`src/design/dps_pkg.sv`:
```
// Constants for the dual-phase switching sequencer: register map,
// field positions, reset values, pin bit order and timing counts.
// Assumes a 20 MHz system clock and a 32-bit Avalon-MM register bus.
//
// Overview of operation
// - Switching clock toggles on every oscillator tick, so it runs at half.
// - Channel one turns on at each switching-clock rise.
// - Channel two turns on at each switching-clock fall.
// - On-time ends when the ramp reaches the commanded duty.
// - Current limit ends on-time at once; restart at next start edge.
// - Short-circuit sense lets only every fourth start through.
// - Each sync rise forces an oscillator tick and restarts its count.
// - Phase clock output follows switching clock delayed by 1/8 period.
// - Supply lockout forces both switches off.
// - Lockout clear and enable high ramp the reference in 64 steps.
// - Whole ramp takes 2048 oscillator ticks.
// - Each channel has its own active-high enable.
// - Enable low stops the channel and pulls power-ok low.
// - Output-low comparator pulls power-ok low.
// - Over-temperature stops both, drops power-ok, resets soft-start.
// - Without sync edges the internal count keeps ticking.
// - On-time never exceeds the maximum duty.

package dps_pkg;

   // Register byte addresses
   localparam logic [3:0]  OSC_PERIOD_ADDR = 4'h0;
   localparam logic [3:0]  DUTY_CMD_ADDR   = 4'h4;
   localparam logic [3:0]  STATUS_ADDR     = 4'h8;
   localparam logic [3:0]  SOFT_REF_ADDR   = 4'hc;

   // Reset values and limits
   localparam logic [15:0] OSC_PERIOD_RST  = 16'h0014;
   localparam logic [15:0] OSC_PERIOD_MIN  = 16'h0004;
   localparam logic [15:0] DUTY_CMD_RST    = 16'h0000;
   localparam logic [7:0]  MAX_DUTY        = 8'he1;
   localparam logic [6:0]  SS_FULL         = 7'h40;
   localparam logic [4:0]  SS_DIV_LAST     = 5'h1f;

   // Pin vector bit order
   localparam int PIN_SYNC  = 0;
   localparam int PIN_EN1   = 1;
   localparam int PIN_EN2   = 2;
   localparam int PIN_SUPPLY_LOW_LOCKOUT  = 3;
   localparam int PIN_OT    = 4;
   localparam int PIN_IL1   = 5;
   localparam int PIN_IL2   = 6;
   localparam int PIN_SC1   = 7;
   localparam int PIN_SC2   = 8;
   localparam int PIN_LOW1  = 9;
   localparam int PIN_LOW2  = 10;
   localparam int PIN_W     = 11;

   // Status register bit positions
   localparam int ST_SWCLK  = 0;
   localparam int ST_SYNC   = 1;
   localparam int ST_DONE1  = 2;
   localparam int ST_DONE2  = 3;
   localparam int ST_FOLD1  = 4;
   localparam int ST_FOLD2  = 5;
   localparam int ST_OK1    = 6;
   localparam int ST_OK2    = 7;
   localparam int ST_SUPPLY_LOW_LOCKOUT   = 8;
   localparam int ST_OT     = 9;

endpackage

```
`src/design/dps_sequencer.sv`:
```
// Dual-phase switching sequencer: oscillator, interleaved PWM,
// phase clock output, soft-start, protection and power-ok.
// Assumes pins arrive asynchronously and registers sit on Avalon-MM.
//
// Decided for this implementation: the register offsets and register access over Avalon-MM.

`timescale 1ns/1ps
`default_nettype none

module dps_sequencer (
   // Clock and reset
   input  wire logic        clk,
   input  wire logic        reset,
   // Avalon-MM slave
   input  wire logic [3:0]  address,
   input  wire logic        read,
   input  wire logic        write,
   input  wire logic [31:0] writedata,
   output var  logic [31:0] readdata,
   output var  logic        waitrequest,
   // Sync and enables
   input  wire logic        syncIn,
   input  wire logic        chanOneEnable,
   input  wire logic        chanTwoEnable,
   // Supply and temperature sense
   input  wire logic        supplyLowLockout,
   input  wire logic        overTemp,
   // Power stage comparators
   input  wire logic        curLimitOne,
   input  wire logic        curLimitTwo,
   input  wire logic        feedbackShortOne,
   input  wire logic        feedbackShortTwo,
   input  wire logic        outputLowOne,
   input  wire logic        outputLowTwo,
   // Switch drives and phase clock
   output var  logic        switchOne,
   output var  logic        switchTwo,
   output var  logic        phaseClockOut,
   // Open-drain power-ok pins
   output var  logic        chanOnePowerOkOut,
   output var  logic        chanOnePowerOkOe,
   output var  logic        chanTwoPowerOkOut,
   output var  logic        chanTwoPowerOkOe
);

   // Ramp has reached the commanded fraction of the period
   function automatic logic dutyReached(input logic [15:0] ramp,
                                        input logic [7:0]  duty,
                                        input logic [15:0] half);
      logic [31:0] lhs;
      logic [31:0] rhs;
      // Stop once the next cycle would pass the target, so on-time rounds down
      lhs = {8'h00, ramp, 8'h00} + 32'h0000_0200;
      rhs = 32'(duty) * 32'({half, 1'b0});
      return lhs > rhs;
   endfunction

   // Duty after max-duty clamp and soft-start ceiling
   function automatic logic [7:0] dutyLimit(input logic [7:0] duty,
                                            input logic [6:0] ref7);
      logic [8:0] ceil;
      logic [7:0] d;
      ceil = {ref7, 2'b00};
      d    = (duty > dps_pkg::MAX_DUTY) ? dps_pkg::MAX_DUTY : duty;
      return ({1'b0, d} < ceil) ? d : ceil[7:0];
   endfunction

   logic [dps_pkg::PIN_W-1:0] pinRaw;
   logic [dps_pkg::PIN_W-1:0] s1_q, s2_q, s3_q, pin_q, pin_d;
   logic        syncPrev_q;
   logic [15:0] oscPeriod_q, oscPeriod_d;
   logic [15:0] dutyCmd_q, dutyCmd_d;
   logic [15:0] tickCnt_q, tickCnt_d;
   logic [15:0] tickLen_q, tickLen_d;
   logic        swClk_q, swClk_d;
   logic        syncActive_q, syncActive_d;
   logic [15:0] phaseDly_q, phaseDly_d;
   logic        phasePend_q, phasePend_d;
   logic        phaseOut_q, phaseOut_d;
   logic        on_q [2];
   logic        on_d [2];
   logic [15:0] ramp_q [2];
   logic [15:0] ramp_d [2];
   logic [1:0]  fold_q [2];
   logic [1:0]  fold_d [2];
   logic [4:0]  ssDiv_q [2];
   logic [4:0]  ssDiv_d [2];
   logic [6:0]  ssRef_q [2];
   logic [6:0]  ssRef_d [2];
   logic        okOe_q [2];
   logic        okOe_d [2];
   logic        waitreq_q, waitreq_d;
   logic [31:0] rdata_q, rdata_d;
   logic        syncRise, intTick, tick, accept;
   logic [15:0] period;
   logic        start [2];
   logic        run [2];
   logic [7:0]  effDuty [2];
   logic [31:0] statusWord;

   // Pins gathered for the common synchroniser
   assign pinRaw = {outputLowTwo, outputLowOne, feedbackShortTwo,
                    feedbackShortOne, curLimitTwo, curLimitOne, overTemp,
                    supplyLowLockout, chanTwoEnable, chanOneEnable, syncIn};

   // Pin filter: a change counts once stages two and three agree
   always_comb begin
      for (int i = 0; i < dps_pkg::PIN_W; i++) begin
         pin_d[i] = (s2_q[i] == s3_q[i]) ? s3_q[i] : pin_q[i];
      end
   end

   // Oscillator, switching clock and phase clock
   always_comb begin
      period   = (oscPeriod_q < dps_pkg::OSC_PERIOD_MIN) ? dps_pkg::OSC_PERIOD_MIN
                                                          : oscPeriod_q;
      syncRise = pin_q[dps_pkg::PIN_SYNC] & ~syncPrev_q;
      intTick  = tickCnt_q >= (period - 16'h0001);
      tick     = syncRise | intTick;
      tickCnt_d    = tick ? 16'h0000 : tickCnt_q + 16'h0001;
      tickLen_d    = tick ? tickCnt_q + 16'h0001 : tickLen_q;
      swClk_d      = tick ? ~swClk_q : swClk_q;
      syncActive_d = syncActive_q;
      if (syncRise) begin
         syncActive_d = 1'b1;
      end else if (intTick) begin
         syncActive_d = 1'b0;                        // Sync lost, internal timing rules
      end
      // Delay of a quarter of the last tick interval is 45 degrees
      phaseDly_d  = phaseDly_q;
      phasePend_d = phasePend_q;
      phaseOut_d  = phaseOut_q;
      if (tick) begin
         phaseDly_d  = {2'b00, tickLen_q[15:2]};
         phasePend_d = 1'b1;
      end else if (phasePend_q) begin
         if (phaseDly_q == 16'h0000) begin
            phaseOut_d  = swClk_q;
            phasePend_d = 1'b0;
         end else begin
            phaseDly_d = phaseDly_q - 16'h0001;
         end
      end
   end

   // Per-channel PWM, foldback, soft-start and power-ok
   always_comb begin
      start[0] = tick & ~swClk_q;
      start[1] = tick & swClk_q;
      run[0]   = pin_q[dps_pkg::PIN_EN1] & ~pin_q[dps_pkg::PIN_SUPPLY_LOW_LOCKOUT]
                 & ~pin_q[dps_pkg::PIN_OT];
      run[1]   = pin_q[dps_pkg::PIN_EN2] & ~pin_q[dps_pkg::PIN_SUPPLY_LOW_LOCKOUT]
                 & ~pin_q[dps_pkg::PIN_OT];
      for (int c = 0; c < 2; c++) begin
         logic il;
         logic sc;
         logic low;
         il  = pin_q[dps_pkg::PIN_IL1 + c];
         sc  = pin_q[dps_pkg::PIN_SC1 + c];
         low = pin_q[dps_pkg::PIN_LOW1 + c];
         effDuty[c] = dutyLimit(dutyCmd_q[c*8 +: 8], ssRef_q[c]);
         // Foldback counter only passes every fourth start
         fold_d[c] = ~sc ? 2'b00 : (start[c] ? fold_q[c] + 2'b01 : fold_q[c]);
         ramp_d[c] = start[c] ? 16'h0000 : (on_q[c] ? ramp_q[c] + 16'h0001 : ramp_q[c]);
         on_d[c]   = on_q[c];
         if (!run[c]) begin
            on_d[c] = 1'b0;
         end else if (start[c]) begin
            on_d[c] = (effDuty[c] != 8'h00) & (~sc | (fold_q[c] == 2'b00));
         end else if (on_q[c] && il) begin
            on_d[c] = 1'b0;
         end else if (on_q[c] && dutyReached(ramp_q[c], effDuty[c], tickLen_q)) begin
            on_d[c] = 1'b0;
         end
         // Soft-start: one step per 32 ticks, 64 steps, 2048 ticks total
         ssDiv_d[c] = ssDiv_q[c];
         ssRef_d[c] = ssRef_q[c];
         if (!run[c]) begin
            ssDiv_d[c] = 5'h00;
            ssRef_d[c] = 7'h00;
         end else if (tick && ssRef_q[c] != dps_pkg::SS_FULL) begin
            ssDiv_d[c] = ssDiv_q[c] + 5'h01;
            if (ssDiv_q[c] == dps_pkg::SS_DIV_LAST) begin
               ssRef_d[c] = ssRef_q[c] + 7'h01;
            end
         end
         // Pull low unless running, ramped up and in regulation
         okOe_d[c] = ~(run[c] & (ssRef_q[c] == dps_pkg::SS_FULL) & ~low);
      end
   end

   // Status word for register reads
   always_comb begin
      statusWord                   = 32'h0000_0000;
      statusWord[dps_pkg::ST_SWCLK] = swClk_q;
      statusWord[dps_pkg::ST_SYNC]  = syncActive_q;
      statusWord[dps_pkg::ST_DONE1] = ssRef_q[0] == dps_pkg::SS_FULL;
      statusWord[dps_pkg::ST_DONE2] = ssRef_q[1] == dps_pkg::SS_FULL;
      statusWord[dps_pkg::ST_FOLD1] = pin_q[dps_pkg::PIN_SC1];
      statusWord[dps_pkg::ST_FOLD2] = pin_q[dps_pkg::PIN_SC2];
      statusWord[dps_pkg::ST_OK1]   = ~okOe_q[0];
      statusWord[dps_pkg::ST_OK2]   = ~okOe_q[1];
      statusWord[dps_pkg::ST_SUPPLY_LOW_LOCKOUT]  = pin_q[dps_pkg::PIN_SUPPLY_LOW_LOCKOUT];
      statusWord[dps_pkg::ST_OT]    = pin_q[dps_pkg::PIN_OT];
   end

   // Bus slave: one wait cycle, then a single-cycle acceptance
   always_comb begin
      waitreq_d   = ~((read | write) & waitreq_q);
      accept      = (read | write) & ~waitreq_q;
      oscPeriod_d = oscPeriod_q;
      dutyCmd_d   = dutyCmd_q;
      if (accept && write) begin
         case (address)
            dps_pkg::OSC_PERIOD_ADDR: oscPeriod_d = writedata[15:0];
            dps_pkg::DUTY_CMD_ADDR:   dutyCmd_d   = writedata[15:0];
            default: ;                               // Read-only or unmapped
         endcase
      end
      rdata_d = 32'h0000_0000;
      if (read && waitreq_q) begin
         case (address)
            dps_pkg::OSC_PERIOD_ADDR: rdata_d = {16'h0000, oscPeriod_q};
            dps_pkg::DUTY_CMD_ADDR:   rdata_d = {16'h0000, dutyCmd_q};
            dps_pkg::STATUS_ADDR:     rdata_d = statusWord;
            dps_pkg::SOFT_REF_ADDR:   rdata_d = {17'h00000, ssRef_q[1], 1'b0, ssRef_q[0]};
            default:                  rdata_d = 32'h0000_0000;
         endcase
      end
   end

   // Synchroniser stages; stage one feeds stage two only
   always_ff @(posedge clk) begin
      if (reset) begin
         s1_q  <= '0;
         s2_q  <= '0;
         s3_q  <= '0;
         pin_q <= '0;
      end else begin
         s1_q  <= pinRaw;
         s2_q  <= s1_q;
         s3_q  <= s2_q;
         pin_q <= pin_d;
      end
   end

   // Timing and bus registers
   always_ff @(posedge clk) begin
      if (reset) begin
         syncPrev_q   <= 1'b0;
         oscPeriod_q  <= dps_pkg::OSC_PERIOD_RST;
         dutyCmd_q    <= dps_pkg::DUTY_CMD_RST;
         tickCnt_q    <= 16'h0000;
         tickLen_q    <= dps_pkg::OSC_PERIOD_RST;
         swClk_q      <= 1'b0;
         syncActive_q <= 1'b0;
         phaseDly_q   <= 16'h0000;
         phasePend_q  <= 1'b0;
         phaseOut_q   <= 1'b0;
         waitreq_q    <= 1'b1;
         rdata_q      <= 32'h0000_0000;
      end else begin
         syncPrev_q   <= pin_q[dps_pkg::PIN_SYNC];
         oscPeriod_q  <= oscPeriod_d;
         dutyCmd_q    <= dutyCmd_d;
         tickCnt_q    <= tickCnt_d;
         tickLen_q    <= tickLen_d;
         swClk_q      <= swClk_d;
         syncActive_q <= syncActive_d;
         phaseDly_q   <= phaseDly_d;
         phasePend_q  <= phasePend_d;
         phaseOut_q   <= phaseOut_d;
         waitreq_q    <= waitreq_d;
         rdata_q      <= rdata_d;
      end
   end

   // Channel registers
   always_ff @(posedge clk) begin
      for (int c = 0; c < 2; c++) begin
         if (reset) begin
            on_q[c]    <= 1'b0;
            ramp_q[c]  <= 16'h0000;
            fold_q[c]  <= 2'b00;
            ssDiv_q[c] <= 5'h00;
            ssRef_q[c] <= 7'h00;
            okOe_q[c]  <= 1'b1;
         end else begin
            on_q[c]    <= on_d[c];
            ramp_q[c]  <= ramp_d[c];
            fold_q[c]  <= fold_d[c];
            ssDiv_q[c] <= ssDiv_d[c];
            ssRef_q[c] <= ssRef_d[c];
            okOe_q[c]  <= okOe_d[c];
         end
      end
   end

   // Outputs straight from flip-flops; open-drain data is always low
   always_comb begin
      readdata          = rdata_q;
      waitrequest       = waitreq_q;
      switchOne         = on_q[0];
      switchTwo         = on_q[1];
      phaseClockOut     = phaseOut_q;
      chanOnePowerOkOut = 1'b0;
      chanOnePowerOkOe  = okOe_q[0];
      chanTwoPowerOkOut = 1'b0;
      chanTwoPowerOkOe  = okOe_q[1];
   end

endmodule // dps_sequencer

`default_nettype wire

```
`config.mk`:
```
export PLATFORM = sky130hd
export DESIGN_NAME = dps_sequencer
export DESIGN_NICKNAME = d
export VERILOG_FILES = /design/src/design/dps_pkg.sv /design/src/design/dps_sequencer.sv
export SDC_FILE = /design/constraint.sdc
export NUM_CORES = 1
export LEC_CHECK = 0
export BUFFER_PORTS_ARGS = -buffer_cell sky130_fd_sc_hd__buf_4
export CAP_MARGIN = 20
export CORE_UTILIZATION = 69
export DETAILED_ROUTE_END_ITERATION = 6
export PLACE_DENSITY = 0.85
export SLEW_MARGIN = 20
export SYNTH_ARGS = -nofsm -noshare
export SYNTH_HDL_FRONTEND = slang
export SYNTH_SLANG_ARGS = --single-unit
```
`constraint.sdc`:
```
create_clock -name clk -period 23.2 [get_ports clk]
set_input_delay 1.16 -clock clk [delete_from_list [all_inputs] [get_ports clk]]
set_output_delay 1.16 -clock clk [all_outputs]
set_load 0.01 [all_outputs]
```
==> qor.yml <==
cts:
  clk_pin_slew_worst_paths_ns: 0.07
  htreeDepth: 1
  clk_path_buf_depth: 3
  clock_sinks: 210
  clk_latency_ns: 0.52
  cts_tree: "done"
  clockRootBuffer: "clkbuf_16"
  post-cts-setup-buffers: 0
  cts_made_buffers: 23
  cts-hold-fix-buffers: 0
  cts_resized: 0
worst_setup_path:
  reg2reg_to: "on_q[0]"
  cpMostUsedCell: "fa_1"
  cp.required_ns: 23.65
  rr_startpoint: "dutyCmd_q[7]"
  worstPathArrival_ns: 9.62
  start_kind: "register"
  worst_r2r_path_depth: 29
  r2r_slack_ns: 14.03
  slowest_delay_ns: 0.91
  endpoint_kind: "register"
  path_max_fanout: 17
  crit_type: "register to register"
  crit_slowest_cell: "a2111oi_0"
placed_design:
  io_buffers: 56
  dpl.hpwl_um: 31900
  finalWeightedCongestion: 0.913
power_and_ir_drop:
  peakVddDrop_v: 0.0000615
  cellLeakagePower_nw: 8.87
  p_total_mw: 0.765
  p_per_area_nw_per_um2: 38.4
drt:
  drtIter0Drc: 1043
  wl_um: 43200
  wl_per_cell_um: 17.0
  drc: 0
  num_vias: 15100
  vias_per_cell: 5.94
  drt-pass1-iter-count: 6
  ant_nets: 0
global_routing:
  gr-total-overflow: 0
  grt_start_max_net_pins: 87
  grt_pass1_vias: 15300
  grt_pass1_wl_um: 72600
  track_usage: 0.317
  antenna_found_initial: 0
timing:
  tns_ns: 0
  worst_pin_slew_ns: 1.01
  fin_crit_ns: 9.17
  clock_skew_ns: 0.0188
  setup_violations: 0
  hold_viol: 0
  rsz0062_at_grt: "false"
  maxSlewViolCount: 0
  fmax_mhz: 109
  period_share: 0.395
  relSlewSlack: 0.310
run_status:
  run_status: "finished clean"
synth:
  syn_inst: 2196
  synth.cell_area_sq_um: 18700
  synth_edf_count: 0
  ys_seq_area_frac: 0.225
  yosys_warnings: 0
  syn_avg_cell_area_sq_um: 8.51
  yosysUniqueCellTypes: 67
  synth_flop_cell: "dfxtp_1"
  synth_seq_cells: 210
  synthArstFlopShare: 0
die:
  die_y_um: 167
  start_util: 0.711
  num_rows: 59
  core-area_sq_um: 26300
  die_x_um: 167
  pin_count: 91
  die-area_sq_um: 27700
cells_and_area:
  layout_commonest_cell: "inv_1"
  final_cell_mix: "inv_1, dfxtp_1, nand2_1"
  area_growth_pct: 6.64
  final_nets: 2577
  antenna_cells: 0
  drive_gt1_frac: 0.0593
worst_hold_path:
  min_delay_path_depth: 1
  worstHoldEndpoint: "s2_q[7]"
  timing.hold.worst.class: "register to register"
  min-delay-start: "s1_q[7]"
flow_run:
  max_cap_violations: 0
through the flow:
stage           util  hold slack [ns]  instance area [sq um]  worst slack [ns]  std cells
5_1_grt        0.758            0.453                  19900             13.44       2543
3_5_place_dp   0.729            0.425                  19100             13.92       2503
2_1_floorplan      -            0.414                  18700             15.48       2213
4_1_cts        0.758            0.438                  19900             13.87       2543
6_report       0.758            0.432                  19900             14.03       2543
3_3_place_gp   0.729            0.418                  19100             14.14       2503
worst max-delay path: cells and delay by family, from the launching register on:
family                     cells  cell delay, ns
xor gates and xnor gates       1            0.09
and+or+nand+nor                5            1.05
muxes                          1            0.56
buffers and inverters          2            0.10
adders and majority gates      7            2.92
DFF                            1            0.52
AOI/OAI and AO/OA             13            3.84
flip-flops by register name, summed over array words and instances, names as in the netlist, 2 cells and up:
| signal | cells |
|---|---|
| dutyCmd_q | 16 |
| fold_q | 4 |
| okOe_q | 2 |
| on_q | 2 |
| oscPeriod_q | 16 |
| phaseDly_q | 16 |
| pin_q | 11 |
| ramp_q | 32 |
| readdata | 16 |
| s1_q | 11 |
| s2_q | 11 |
| s3_q | 11 |
| ssDiv_q | 10 |
| ssRef_q | 14 |
| tickCnt_q | 16 |
| tickLen_q | 16 |
synthesized netlist by cell type (28+ instances only):
library cell  instances  share of area
inv_1               237          0.048
dfxtp_1             210           0.23
nand2_1             208          0.042
nor2_1              177          0.036
fa_1                168           0.18
ha_1                165           0.11
nor2b_1             126          0.042
and2_1              125          0.042
a21oi_1             104          0.028
xnor2_1              79          0.037
clkbuf_1             75          0.015
xor2_1               66          0.031
o21ai_0              58          0.016
nand3_1              51          0.014
a211oi_1             30          0.012
nand2b_1             29         0.0097
nor3_1               28         0.0075
cell type report:
| class | instances | area, sq um |
|---|---|---|
| clock buffer | 30 | 652 |
| tap | 335 | 419 |
| multi-input combinational | 1651 | 13100 |
| clock inverter | 10 | 118 |
| inverter | 239 | 897 |
| fill | 1826 | 6350 |
| sequential | 210 | 4200 |
| timing repair buffer | 68 | 510 |
how the worst max path moves through the flow:
stage | slack [ns] | cells past startpoint | end | startpoint
floorplan | 15.48 | 30 | on_q[1] | dutyCmd_q[13]
global placement | 14.14 | 29 | on_q[0] | dutyCmd_q[7]
detailed placement | 13.92 | 29 | on_q[0] | dutyCmd_q[7]
CTS | 13.87 | 29 | on_q[0] | dutyCmd_q[7]
global route | 13.44 | 29 | on_q[0] | dutyCmd_q[7]
finish | 14.03 | 29 | on_q[0] | dutyCmd_q[7]
kinds of logic after synthesis:
family,after synthesis,synth area share
mux,12,0.00663
buf+inv,352,0.0774
compound gates,299,0.104
fa+ha+maj,333,0.290
xor+xnor,145,0.0680
other cells,1,0.000201
flops,210,0.225
simple gates,844,0.228
report_power, final:
group / leakage, nW / internal (mW) / switching, mW / total, mW
combinational: 6.80 / 0.00967 / 0.0147 / 0.0244
sequential: 1.70 / 0.364 / 0.00410 / 0.369
clock: 0.378 / 0.221 / 0.151 / 0.372
total: 8.87 / 0.595 / 0.170 / 0.765
per-layer routing:
metal  wire length [um]  GRT usage  part of all wire  up-vias
met5                  0          0                 0        -
met4               1470      0.116             0.034        0
met3               3150     0.0478             0.073      117
met2              21100      0.548              0.49      589
met1              17500      0.401              0.41     7305
li1                   -          -                 -     7104
Power figures use the tool's default switching activity.
